File: src/pcb_defines.svh
// Purpose: constants of the bridge configuration header bank
// Assumes: 32-bit AHB-Lite words, byte addresses as printed
// Notes: included by bare name
`ifndef PCB_DEFINES_SVH
`define PCB_DEFINES_SVH
`define PCB_OFF_CMDSTAT 6'h04
`define PCB_OFF_REVCLASS 6'h08
`define PCB_OFF_LINEHDR 6'h0c
`define PCB_OFF_BUSNUM 6'h18
`define PCB_OFF_IRQ_STAT 6'h30
`define PCB_OFF_IRQ_MASK 6'h34
`define PCB_BIT_PERR_RESP 6
`define PCB_BIT_SERR_EN 8
`define PCB_BIT_INTX 19
`define PCB_BIT_CAPLIST 20
`define PCB_BIT_MDPE 24
`define PCB_BIT_STA 27
`define PCB_BIT_RTA 28
`define PCB_BIT_RMA 29
`define PCB_BIT_SSE 30
`define PCB_BIT_DPE 31
`define PCB_PROG_IF 8'h00
`define PCB_SUB_CLASS 8'h04
`define PCB_BASE_CLASS 8'h06
`define PCB_HDR_TYPE 8'h01
`define PCB_BYTE_ZERO 8'h00
`define PCB_NUM_EVT 6
`define PCB_HTRANS_NONSEQ 2'h2
`define PCB_HSIZE_WORD 3'h2
`endif

File: src/pcb_pkg.sv
// Purpose: types of the bridge configuration header bank
// Assumes: nothing
// Notes: none
package pcb_pkg;
  typedef enum logic [0:0] {PCB_IDLE, PCB_DATA} pcb_phase_e;
endpackage

File: src/pcb_cfg_header.sv
// Purpose: bridge configuration header registers on an AHB-Lite slave
// Assumes: single word transfers, clk at 100 MHz, events are one-cycle pulses
// Notes: status events also drive a masked interrupt
//
// Register access over AHB-Lite was left to the implementer.
`include "pcb_defines.svh"
`timescale 1ns/1ns
`default_nettype none
module pcb_cfg_header
#(
  // arbitrary neutral value
  parameter logic [7:0] REVISION = 8'h00
)
(
  input wire logic clk,
  input wire logic rst_n,
  input wire logic ce,
  input wire logic hsel,
  input wire logic [31:0] haddr,
  input wire logic [1:0] htrans,
  input wire logic hwrite,
  input wire logic [2:0] hsize,
  input wire logic [31:0] hwdata,
  input wire logic hready,
  output logic [31:0] hrdata,
  output logic hreadyout,
  output logic hresp,
  input wire logic evt_parity_err,
  input wire logic evt_cpl_abort_sent,
  input wire logic evt_cpl_abort_rcvd,
  input wire logic evt_cpl_ur_rcvd,
  input wire logic evt_err_msg_sent,
  input wire logic evt_poisoned_rcvd,
  output logic parity_resp_en,
  output logic system_error_report_enable,
  output logic [7:0] upstream_bus_index,
  output logic [7:0] downstream_bus_index,
  output logic irq
);
  // ****************************************
  // state
  // ****************************************
  typedef struct packed {
    pcb_pkg::pcb_phase_e phase;
    logic [5:0] addr;
    logic wr;
    logic [31:0] rdata;
    logic perr_resp;
    logic serr_en;
    logic [7:0] line_size;
    logic [7:0] up_bus;
    logic [7:0] dn_bus;
    logic [`PCB_NUM_EVT-1:0] mask;
    logic irq;
  } pcb_state_s;

  pcb_state_s st_r;
  pcb_state_s st_nxt;
  logic [`PCB_NUM_EVT-1:0] evt_set;
  logic [`PCB_NUM_EVT-1:0] evt_clr;
  logic [`PCB_NUM_EVT-1:0] flags;
  logic [31:0] status_word;
  logic wr_cmd;
  logic wr_istat;
  logic addr_ok;

  // ****************************************
  // sticky status flags
  // ****************************************
  // flag order: mdpe, sta, rta, rma, sse, dpe
  always_comb
  begin
    evt_set[0] = evt_parity_err & st_r.perr_resp;
    evt_set[1] = evt_cpl_abort_sent;
    evt_set[2] = evt_cpl_abort_rcvd;
    evt_set[3] = evt_cpl_ur_rcvd;
    evt_set[4] = evt_err_msg_sent & st_r.serr_en;
    evt_set[5] = evt_poisoned_rcvd;
  end

  assign wr_cmd = (st_r.phase == pcb_pkg::PCB_DATA) && st_r.wr &&
                  (st_r.addr == `PCB_OFF_CMDSTAT);
  assign wr_istat = (st_r.phase == pcb_pkg::PCB_DATA) && st_r.wr &&
                    (st_r.addr == `PCB_OFF_IRQ_STAT);

  always_comb
  begin
    evt_clr = {`PCB_NUM_EVT{1'b0}};
    if (wr_cmd)
      evt_clr = {hwdata[`PCB_BIT_DPE], hwdata[`PCB_BIT_SSE], hwdata[`PCB_BIT_RMA],
                 hwdata[`PCB_BIT_RTA], hwdata[`PCB_BIT_STA], hwdata[`PCB_BIT_MDPE]};
    else if (wr_istat)
      evt_clr = hwdata[`PCB_NUM_EVT-1:0];
  end

  genvar gi;
  generate
    for (gi = 0; gi < `PCB_NUM_EVT; gi = gi + 1)
    begin : g_flag
      pcb_w1c_bit u_flag
      (
        .clk(clk),
        .rst_n(rst_n),
        .ce(ce),
        .set(evt_set[gi]),
        .clr(evt_clr[gi]),
        .q(flags[gi])
      );
    end
  endgenerate

  // ****************************************
  // read view of the command and status word
  // ****************************************
  always_comb
  begin
    status_word = 32'h0000_0000;
    status_word[`PCB_BIT_PERR_RESP] = st_r.perr_resp;
    status_word[`PCB_BIT_SERR_EN] = st_r.serr_en;
    status_word[`PCB_BIT_INTX] = 1'b0;
    status_word[`PCB_BIT_CAPLIST] = 1'b1;
    status_word[`PCB_BIT_MDPE] = flags[0];
    status_word[`PCB_BIT_STA] = flags[1];
    status_word[`PCB_BIT_RTA] = flags[2];
    status_word[`PCB_BIT_RMA] = flags[3];
    status_word[`PCB_BIT_SSE] = flags[4];
    status_word[`PCB_BIT_DPE] = flags[5];
  end

  assign addr_ok = (haddr[31:6] == 26'h000_0000) && (haddr[1:0] == 2'h0);

  // ****************************************
  // next state
  // ****************************************
  always_comb
  begin
    st_nxt = st_r;
    st_nxt.irq = |(flags & st_r.mask);
    // data phase: apply writes
    if (st_r.phase == pcb_pkg::PCB_DATA)
    begin
      st_nxt.phase = pcb_pkg::PCB_IDLE;
      if (st_r.wr)
      begin
        case (st_r.addr)
          `PCB_OFF_CMDSTAT:
          begin
            st_nxt.perr_resp = hwdata[`PCB_BIT_PERR_RESP];
            st_nxt.serr_en = hwdata[`PCB_BIT_SERR_EN];
          end
          `PCB_OFF_LINEHDR:
          begin
            st_nxt.line_size = hwdata[7:0];
          end
          `PCB_OFF_BUSNUM:
          begin
            st_nxt.up_bus = hwdata[7:0];
            st_nxt.dn_bus = hwdata[15:8];
          end
          `PCB_OFF_IRQ_MASK:
          begin
            st_nxt.mask = hwdata[`PCB_NUM_EVT-1:0];
          end
          default:
          begin
            st_nxt.wr = st_r.wr;
          end
        endcase
      end
    end
    // address phase
    if (hsel && hready && (htrans == `PCB_HTRANS_NONSEQ))
    begin
      st_nxt.phase = pcb_pkg::PCB_DATA;
      st_nxt.wr = hwrite;
      st_nxt.addr = addr_ok ? haddr[5:0] : 6'h3f;
      st_nxt.rdata = 32'h0000_0000;
      if (!hwrite && addr_ok && (hsize == `PCB_HSIZE_WORD))
      begin
        case (haddr[5:0])
          `PCB_OFF_CMDSTAT:
            st_nxt.rdata = status_word;
          `PCB_OFF_REVCLASS:
            st_nxt.rdata = {`PCB_BASE_CLASS, `PCB_SUB_CLASS, `PCB_PROG_IF, REVISION};
          `PCB_OFF_LINEHDR:
            // header type and zero latency byte
            st_nxt.rdata = {`PCB_BYTE_ZERO, `PCB_HDR_TYPE, `PCB_BYTE_ZERO, st_r.line_size};
          `PCB_OFF_BUSNUM:
            st_nxt.rdata = {`PCB_BYTE_ZERO, `PCB_BYTE_ZERO, st_r.dn_bus, st_r.up_bus};
          `PCB_OFF_IRQ_STAT:
            st_nxt.rdata = {{(32-`PCB_NUM_EVT){1'b0}}, flags};
          `PCB_OFF_IRQ_MASK:
            st_nxt.rdata = {{(32-`PCB_NUM_EVT){1'b0}}, st_r.mask};
          default:
            st_nxt.rdata = 32'h0000_0000;
        endcase
      end
    end
  end

  // ****************************************
  // registers
  // ****************************************
  always_ff @(posedge clk or negedge rst_n)
  begin
    if (!rst_n)
    begin
      st_r.phase <= pcb_pkg::PCB_IDLE;
      st_r.addr <= 6'h00;
      st_r.wr <= 1'b0;
      st_r.rdata <= 32'h0000_0000;
      st_r.perr_resp <= 1'b0;
      st_r.serr_en <= 1'b0;
      st_r.line_size <= 8'h00;
      st_r.up_bus <= 8'h00;
      st_r.dn_bus <= 8'h00;
      st_r.mask <= 6'h00;
      st_r.irq <= 1'b0;
    end
    else if (ce)
    begin
      st_r <= st_nxt;
    end
  end

  // ****************************************
  // outputs
  // ****************************************
  assign hrdata = st_r.rdata;
  assign hreadyout = 1'b1;
  assign hresp = 1'b0;
  assign parity_resp_en = st_r.perr_resp;
  assign system_error_report_enable = st_r.serr_en;
  assign upstream_bus_index = st_r.up_bus;
  assign downstream_bus_index = st_r.dn_bus;
  assign irq = st_r.irq;
endmodule
`default_nettype wire

File: src/pcb_w1c_bit.sv
// Purpose: one sticky status flag, set by hardware, cleared by writing one
// Assumes: set and clear are one-cycle qualified strobes
// Notes: set wins over a clear in the same cycle
`timescale 1ns/1ns
`default_nettype none
module pcb_w1c_bit
(
  input wire logic clk,
  input wire logic rst_n,
  input wire logic ce,
  input wire logic set,
  input wire logic clr,
  output logic q
);
  // ****************************************
  // flag
  // ****************************************
  always_ff @(posedge clk or negedge rst_n)
  begin
    if (!rst_n)
      q <= 1'b0;
    else if (ce)
    begin
      if (set)
        q <= 1'b1;
      else if (clr)
        q <= 1'b0;
    end
  end
endmodule
`default_nettype wire

File: config.mk
export PLATFORM = sky130hd
export DESIGN_NAME = pcb_cfg_header
export DESIGN_NICKNAME = d
export VERILOG_FILES = /design/src/pcb_pkg.sv /design/src/pcb_cfg_header.sv /design/src/pcb_w1c_bit.sv
export VERILOG_INCLUDE_DIRS = /design/src
export SDC_FILE = /design/constraint.sdc
export NUM_CORES = 1
export LEC_CHECK = 0
export ABC_AREA = 0
export BUFFER_PORTS_ARGS = -buffer_cell sky130_fd_sc_hd__buf_2
export CORE_MARGIN = 2
export CORE_UTILIZATION = 50
export CTS_BUF_LIST = sky130_fd_sc_hd__clkbuf_8
export CTS_CLUSTER_DIAMETER = 30
export DETAILED_ROUTE_END_ITERATION = 12
export PLACE_DENSITY = 0.79
export SYNTH_ARGS = -nofsm -noshare
export SYNTH_HDL_FRONTEND = slang
export SYNTH_SLANG_ARGS = --single-unit
File: constraint.sdc
create_clock -name clk -period 2.25 [get_ports clk]
set_input_delay 0.225 -clock clk [delete_from_list [all_inputs] [get_ports clk]]
set_output_delay 0.225 -clock clk [all_outputs]
set_load 0.005 [all_outputs]
==> results of run 1 <==
[how the worst min path moves through the flow]
stage / startpoint / end / slack (ps) / depth (start not counted)
after floorplan: rst_n / downstream_bus_index[0] / -70 / 0
after global placement: rst_n / downstream_bus_index[2] / 270 / 1
after detailed placement: rst_n / downstream_bus_index[2] / 280 / 1
after CTS: hwdata[12] / downstream_bus_index[4] / 100 / 2
after global routing: hwdata[12] / downstream_bus_index[4] / 100 / 2
final: hwdata[12] / downstream_bus_index[4] / 110 / 2
[cell type report]
type                            count  share of cell area [%]
Timing Repair Buffer              130                    16.3
Multi-Input combinational cell    204                    32.7
Clock inverter                      5                    1.84
Inverter                            8                   0.700
Tap cell                           99                    2.89
Clock buffer                       11                    3.53
Sequential cell                    72                    42.0
[per-layer routing]
| layer | vias to the layer above | share of wire, % | wire length [um] | global-route usage, % |
|---|---|---|---|---|
| li1 | 1339 | - | - | - |
| met1 | 1420 | 42 | 3730 | 31.2 |
| met2 | 134 | 48 | 4290 | 36.1 |
| met3 | 16 | 7.8 | 693 | 5.17 |
| met4 | 0 | 2.2 | 196 | 11.3 |
| met5 | - | 0 | 0 | 0 |
[critical path, cell delays in order (launching register included)]
cell	delay, ps
dfrtp_1	450
or3b_2	540
nor2_2	440
mux2_2	400
[kinds of logic (layout without fill, tap and decap cells)]
logic type,after synthesis,count (layout),synth area share [%]
buffers and inverters,69,154,12.7
AND/OR/NAND/NOR,98,98,15.3
AO/OA/AOI/OAI,65,65,12.0
flip-flops,72,72,49.3
other,2,7,0.206
multiplexers,34,34,10.5
[report_power, final]
part	leakage (nW)	switching, mW	total [mW]	internal (mW)
combinational	1.12	0.0996	0.200	0.101
sequential	0.949	0.0319	1.35	1.32
clock	0.119	0.476	1.16	0.683
[cells in the final DEF (no fill, tap or decap), drive strengths merged, types with 2 or more instances in the layout]
cell,n
and4,3
o22a,4
conb,7
o21a,2
nor4b,2
dfrtp,72
nand3,10
nand4,2
o31ai,6
bufinv,2
o21ai,31
and3,5
nor2,7
a222oi,5
nor3,2
buf,129
nand2b,3
clkinv,3
or2,6
nand2,43
nor4,8
inv,8
mux2,33
a221oi,6
a22oi,6
clkbuf,11
[state kept, by name (all words and copies together) (netlist names)]
register,flops
st_r,22
irq,1
hrdata,25
parity_resp_en,1
g_flag.u_flag.q,6
upstream_bus_index,8
downstream_bus_index,8
system_error_report_enable,1
[through the flow]
step           instances  total power [mW]  utilization, %
6_report             529              2.71            59.8
5_1_grt              529              2.80            59.8
4_1_cts              529              2.72            59.8
3_5_place_dp         512              1.58            56.4
3_3_place_gp         512              1.57            56.4
2_1_floorplan        345              1.46               -
[what timing repair did]
item	CTS	global route
hold buffers	1	0
hold endpoints to repair	27	0
buffers inserted	0	0
gates resized for setup	0	0
==> impl_results.md, run 1 <==
* Outcome: complete, no violations
* Leak Pwr at 2.18 nW
* Final setup violation count at 0
* Fin crit period at 1950 ps
* Biggest area consumer among synthesized cells: dfrtp_1
* Setup Skew at 6.06 ps
* Worst path arrival time at 2180 ps
* Initial Util at 50.9%
* Crit end category: flop
* Core Rows at 31
* Nets at 506
* Top Ports at 134
* Async SR Flop Fraction at 100%
* Sequential share of the synthesized area at 49.3%
* Die Ht at 89.5 um
* Routability cong. at 0.851
* Die Wd at 89.5 um
* Top cell type's share of synthesized area at 49.3%
* PwrDens at 632 nW/um^2
* Num CTS Buffers at 9
* Layout filler cell count at 623
* Global-route wire length before repair at 13.8 mm
* Max Freq at 513 MHz
* RSZ-0062 raised after global routing: false
* Setup TNS at 0 ps
* Total Die Area at 8000 um^2
* Vias in the first global route at 2854
* Hold slack at 114 ps
* Crit start category: flop
* Inserted Diodes at 0
* Synthesized area per cell at 10.7 um^2
* Max Cap Viol at 0
* Total gr overflow at 0
* Most common cell in the synthesized netlist: dfrtp_1
* Setup Slack @ Placement at 301 ps
* Setup WS post-layout at 302 ps
* Clock Pin Slew Worst Setup and Hold Paths at 70 ps
* Worst setup path end: st_r[28]
* Root buffer cell: clkbuf_8
* Distinct cell type count after synthesis at 44
* FF-to-FF Start: st_r[71]
* EDFF count, synth at 0
* Placed inst area at 4050 um^2
* Clk sinks at 72
* Routed len/inst at 16.8 um
* Multi-input logic area at 1400 um^2
* Worst Hold Class: in -> reg
* GRT Util Overall at 23.3%
* Remaining antenna violation count at 0
* Crit share post-route at 86.6%
* H-Tree Depth at 3
* DRC Markers at 0
* Reg-to-reg critical path endpoint: st_r[28]
* Layout cells sized above 1 at 44.4%
* Via count at 2909
* Worst EP required at 2480 ps
* DR iter-0 viols at 212
* Synthesized cell area at 3650 um^2
* Synthesis-stage register bit count at 72
* CTS tree: built
* Commonest cells post-synth: dfrtp_1, buf_4, nand2_1
* Core area at 7180 um^2
* Slew headroom at 50.2%
* Fin. max-slew vios at 0
* Syn Inst Count at 340
* Worst-Skew Late Latency at 340 ps
* Antenna violations before repair at 0
* R2R cell count at 3
* Largest net degree at the start of global routing at 46
* Crit. Startpoint: st_r[71]
* Ys Warns at 0
* DR vias/cell at 5.50
* IO buf count at 116
* Routed WL at 8.91 mm
* VDD IR max at 0.000335 V
* Top cells by area, synth: dfrtp_1, buf_4, mux2_2
* Area Overhead vs Synth at 17.5%
* Fin. Hold Viols at 0
* Fin area at 4290 um^2
* Clock Path Buffers at 2
* Max FO, Critical Path at 8
* Main synth FF type: dfrtp_1
* Critical path class: reg -> reg
* First-pass DRT Iterations at 6
* Worst slew pin tran at 746 ps
* Register area at 1800 um^2
* Flop2flop setup slack at 300 ps
* Placed wire-length estimate at 6.62 mm
Note: power is estimated with default switching activity, not from simulation.
==> run 2: changes to the inputs <==
--- a/config.mk
+++ b/config.mk
@@ -16,4 +16,5 @@
 export PLACE_DENSITY = 0.79
 export SYNTH_ARGS = -nofsm -noshare
 export SYNTH_HDL_FRONTEND = slang
+export SYNTH_HIERARCHICAL = 1
 export SYNTH_SLANG_ARGS = --single-unit
==> run 2 against run 1 <==
Against the previous run: global-route usage fell by 1.7 points; combinational power fell by 7%; largest cell class unchanged; power fell by 5.8%; clock skew rose by 4.5 ps.
==> impl_results.md, run 2 <==
* Nets at 495
* Inserted Diodes at 0
* Largest net degree at the start of global routing at 73
* Worst slew pin tran at 511 ps
* Placed wire-length estimate at 6.18 mm
* Reg-to-reg critical path endpoint: st_r[24]
* IO buf count at 116
* Top Ports at 134
* CTS tree: built
* Setup Slack @ Placement at 176 ps
* Outcome: complete, no violations
* Fin. Hold Viols at 0
* Tot Pwr at 2.55 mW
* Initial Util at 51.1%
* Layout cells sized above 1 at 46.9%
* Crit start category: flop
* Setup TNS at 0 ps
* Fin. max-slew vios at 0
* Max Cap Viol at 0
* Clk sinks at 72
* Most common cell in the synthesized netlist: dfrtp_1
* Remaining antenna violation count at 0
* Total gr overflow at 0
* Placed inst area at 4040 um^2
* Worst Hold Class: in -> reg
* Antenna violations before repair at 0
* Setup bufs post-CTS at 0
* Core area at 7180 um^2
* Crit share post-route at 79.8%
* Syn Inst Count at 331
* RSZ-0062 raised after global routing: false
* Commonest non-fill, non-tap cells in the layout: buf_2, dfrtp_1, nand2_1
* Final setup violation count at 0
* Total Die Area at 8040 um^2
* Main synth FF type: dfrtp_1
* Distinct cell type count after synthesis at 40
* H-Tree Depth at 3
* DR vias/cell at 5.29
* Synthesized area per cell at 11.1 um^2
* Area Overhead vs Synth at 15.8%
* Setup WS post-layout at 454 ps
* Biggest area consumer among synthesized cells: dfrtp_1
* Clock Path Buffers at 2
* Max reg flops at 25
* Root buffer cell: clkbuf_8
* Post-layout util at 59.2%
* Worst path arrival time at 2020 ps
* DR iter-0 viols at 194
* Worst Hold Depth at 3
* VDD IR max at 0.000426 V
* Die Wd at 89.6 um
* Synthesized cell area at 3670 um^2
* Ys Warns at 6
* Critical-path top delay cell: dfrtp_1
* FF-to-FF Start: st_r[66]
* Top cells by area, synth: dfrtp_1, mux2_2, buf_4
* Routed len/inst at 15.9 um
* Most common cell after layout, fill and taps aside: buf_2
* EDFF count, synth at 0
* Crit end category: flop
* Leak Pwr at 2.10 nW
* CP max stage delay at 380 ps
* First-pass DRT Iterations at 4
* Max FO, Critical Path at 6
* DRC Markers at 0
* Hold path startpoint: hwrite
* Routed WL at 8.25 mm
* Synthesis-stage register bit count at 72
* Num CTS Buffers at 9
* GRT Util Overall at 21.6%
* Die Ht at 89.6 um
* Commonest cells post-synth: dfrtp_1, nand2_1, buf_4
* Clock Pin Slew Worst Setup and Hold Paths at 70 ps
* Fin area at 4250 um^2
* CP cell instances: and4bb_2 > nand3b_1 > nor3_2 > buf_4 > mux2_2
* Setup Skew at 10.5 ps
* Top cell type's share of synthesized area at 49.1%
* R2R cell count at 5
* Vias in the first global route at 2656
* Slew headroom at 65.8%
* Core Rows at 31
* Global-route wire length before repair at 13.0 mm
* Fin crit period at 1800 ps
* Via count at 2737
* Sequential share of the synthesized area at 49.1%
* Async SR Flop Fraction at 100%
* PwrDens at 602 nW/um^2
* Worst EP required at 2480 ps
* Worst-Skew Late Latency at 350 ps
* Routability cong. at 0.860
* Flop2flop setup slack at 450 ps
* PostCTS Resize Cnt at 0
* Max Freq at 557 MHz
* Critical path class: reg -> reg
* Layout filler cell count at 628
* Hold-critical path endpoint: st_r[65]
## run 2: changes by cell type in the layout (fill, tap and decap cells not counted), sizes merged, moves of 5 or more
cell / previous run / this run
nand3: 10 / 1
o21ai: 31 / 17
or2: 6 / 0
nand2: 43 / 59
a221oi: 6 / 0
a22o: 1 / 12
and3: 5 / 0
mux2: 33 / 38
## run 2: logic make-up (layout without fill, tap and decap cells)
logic type | count (synthesis) | in the layout | share of synthesized area [%]
simple gates | 95 | 95 | 13.0
buf+inv | 66 | 148 | 12.8
mux | 39 | 39 | 11.9
other cells | 2 | 7 | 0.205
compound gates | 57 | 57 | 12.9
flops | 72 | 72 | 49.1
## run 2: what timing repair did
action	4_1_cts	5_1_grt
hold buffers	1	0
endpoints found under the setup margin	0	0
endpoints found under the hold margin	72	0
## run 2: power breakdown
part | leakage, nW | switching (mW) | internal (mW) | total (mW)
Clock | 0.0985 | 0.482 | 0.536 | 1.02
Combinational | 1.04 | 0.0935 | 0.0930 | 0.186
Sequential | 0.960 | 0.0276 | 1.32 | 1.35
## run 2: worst max-delay path: cells and delay by family, from the launching register on
family / cells / cell delay, ps
and+or+nand+nor: 3 / 720
muxes: 1 / 350
buffers and inverters: 1 / 230
DFF: 1 / 380
## run 2: per-stage QoR
| step | instances | hold WS (ps) |
|---|---|---|
| final | 517 | 94.8 |
| after detailed placement | 501 | 277 |
| after global placement | 501 | 274 |
| after CTS | 517 | 86.9 |
| after floorplan | 336 | -70.6 |
| after global routing | 517 | 94.5 |
## run 2: per-layer routing
metal	routed length, um	part of all wire, %	GRT usage [%]
met4	231	2.8	11.4
met3	531	6.4	4.48
met1	3400	41	28.1
met2	4090	50	34.2
met5	0	0	0
## run 2: layout make-up
class	instances	area [um^2]	area share, %
sequential	72	1800	42.4
tap	99	124	2.92
timing repair buffer	130	701	16.5
multi-input combinational	198	1420	33.3
clock buffer	10	138	3.24
clock inverter	5	56.3	1.33
inverter	3	11.3	0.265
## run 2: how the worst max path moves through the flow
stage          depth (start not counted)                 endpoint  startpoint
6_report                               5                 st_r[24]    st_r[66]
5_1_grt                                5                 st_r[24]    st_r[66]
4_1_cts                                5                 st_r[24]    st_r[66]
3_5_place_dp                           5               hrdata[14]   haddr[29]
3_3_place_gp                           5               hrdata[14]   haddr[29]
2_1_floorplan                          5  downstream_bus_index[4]    st_r[66]
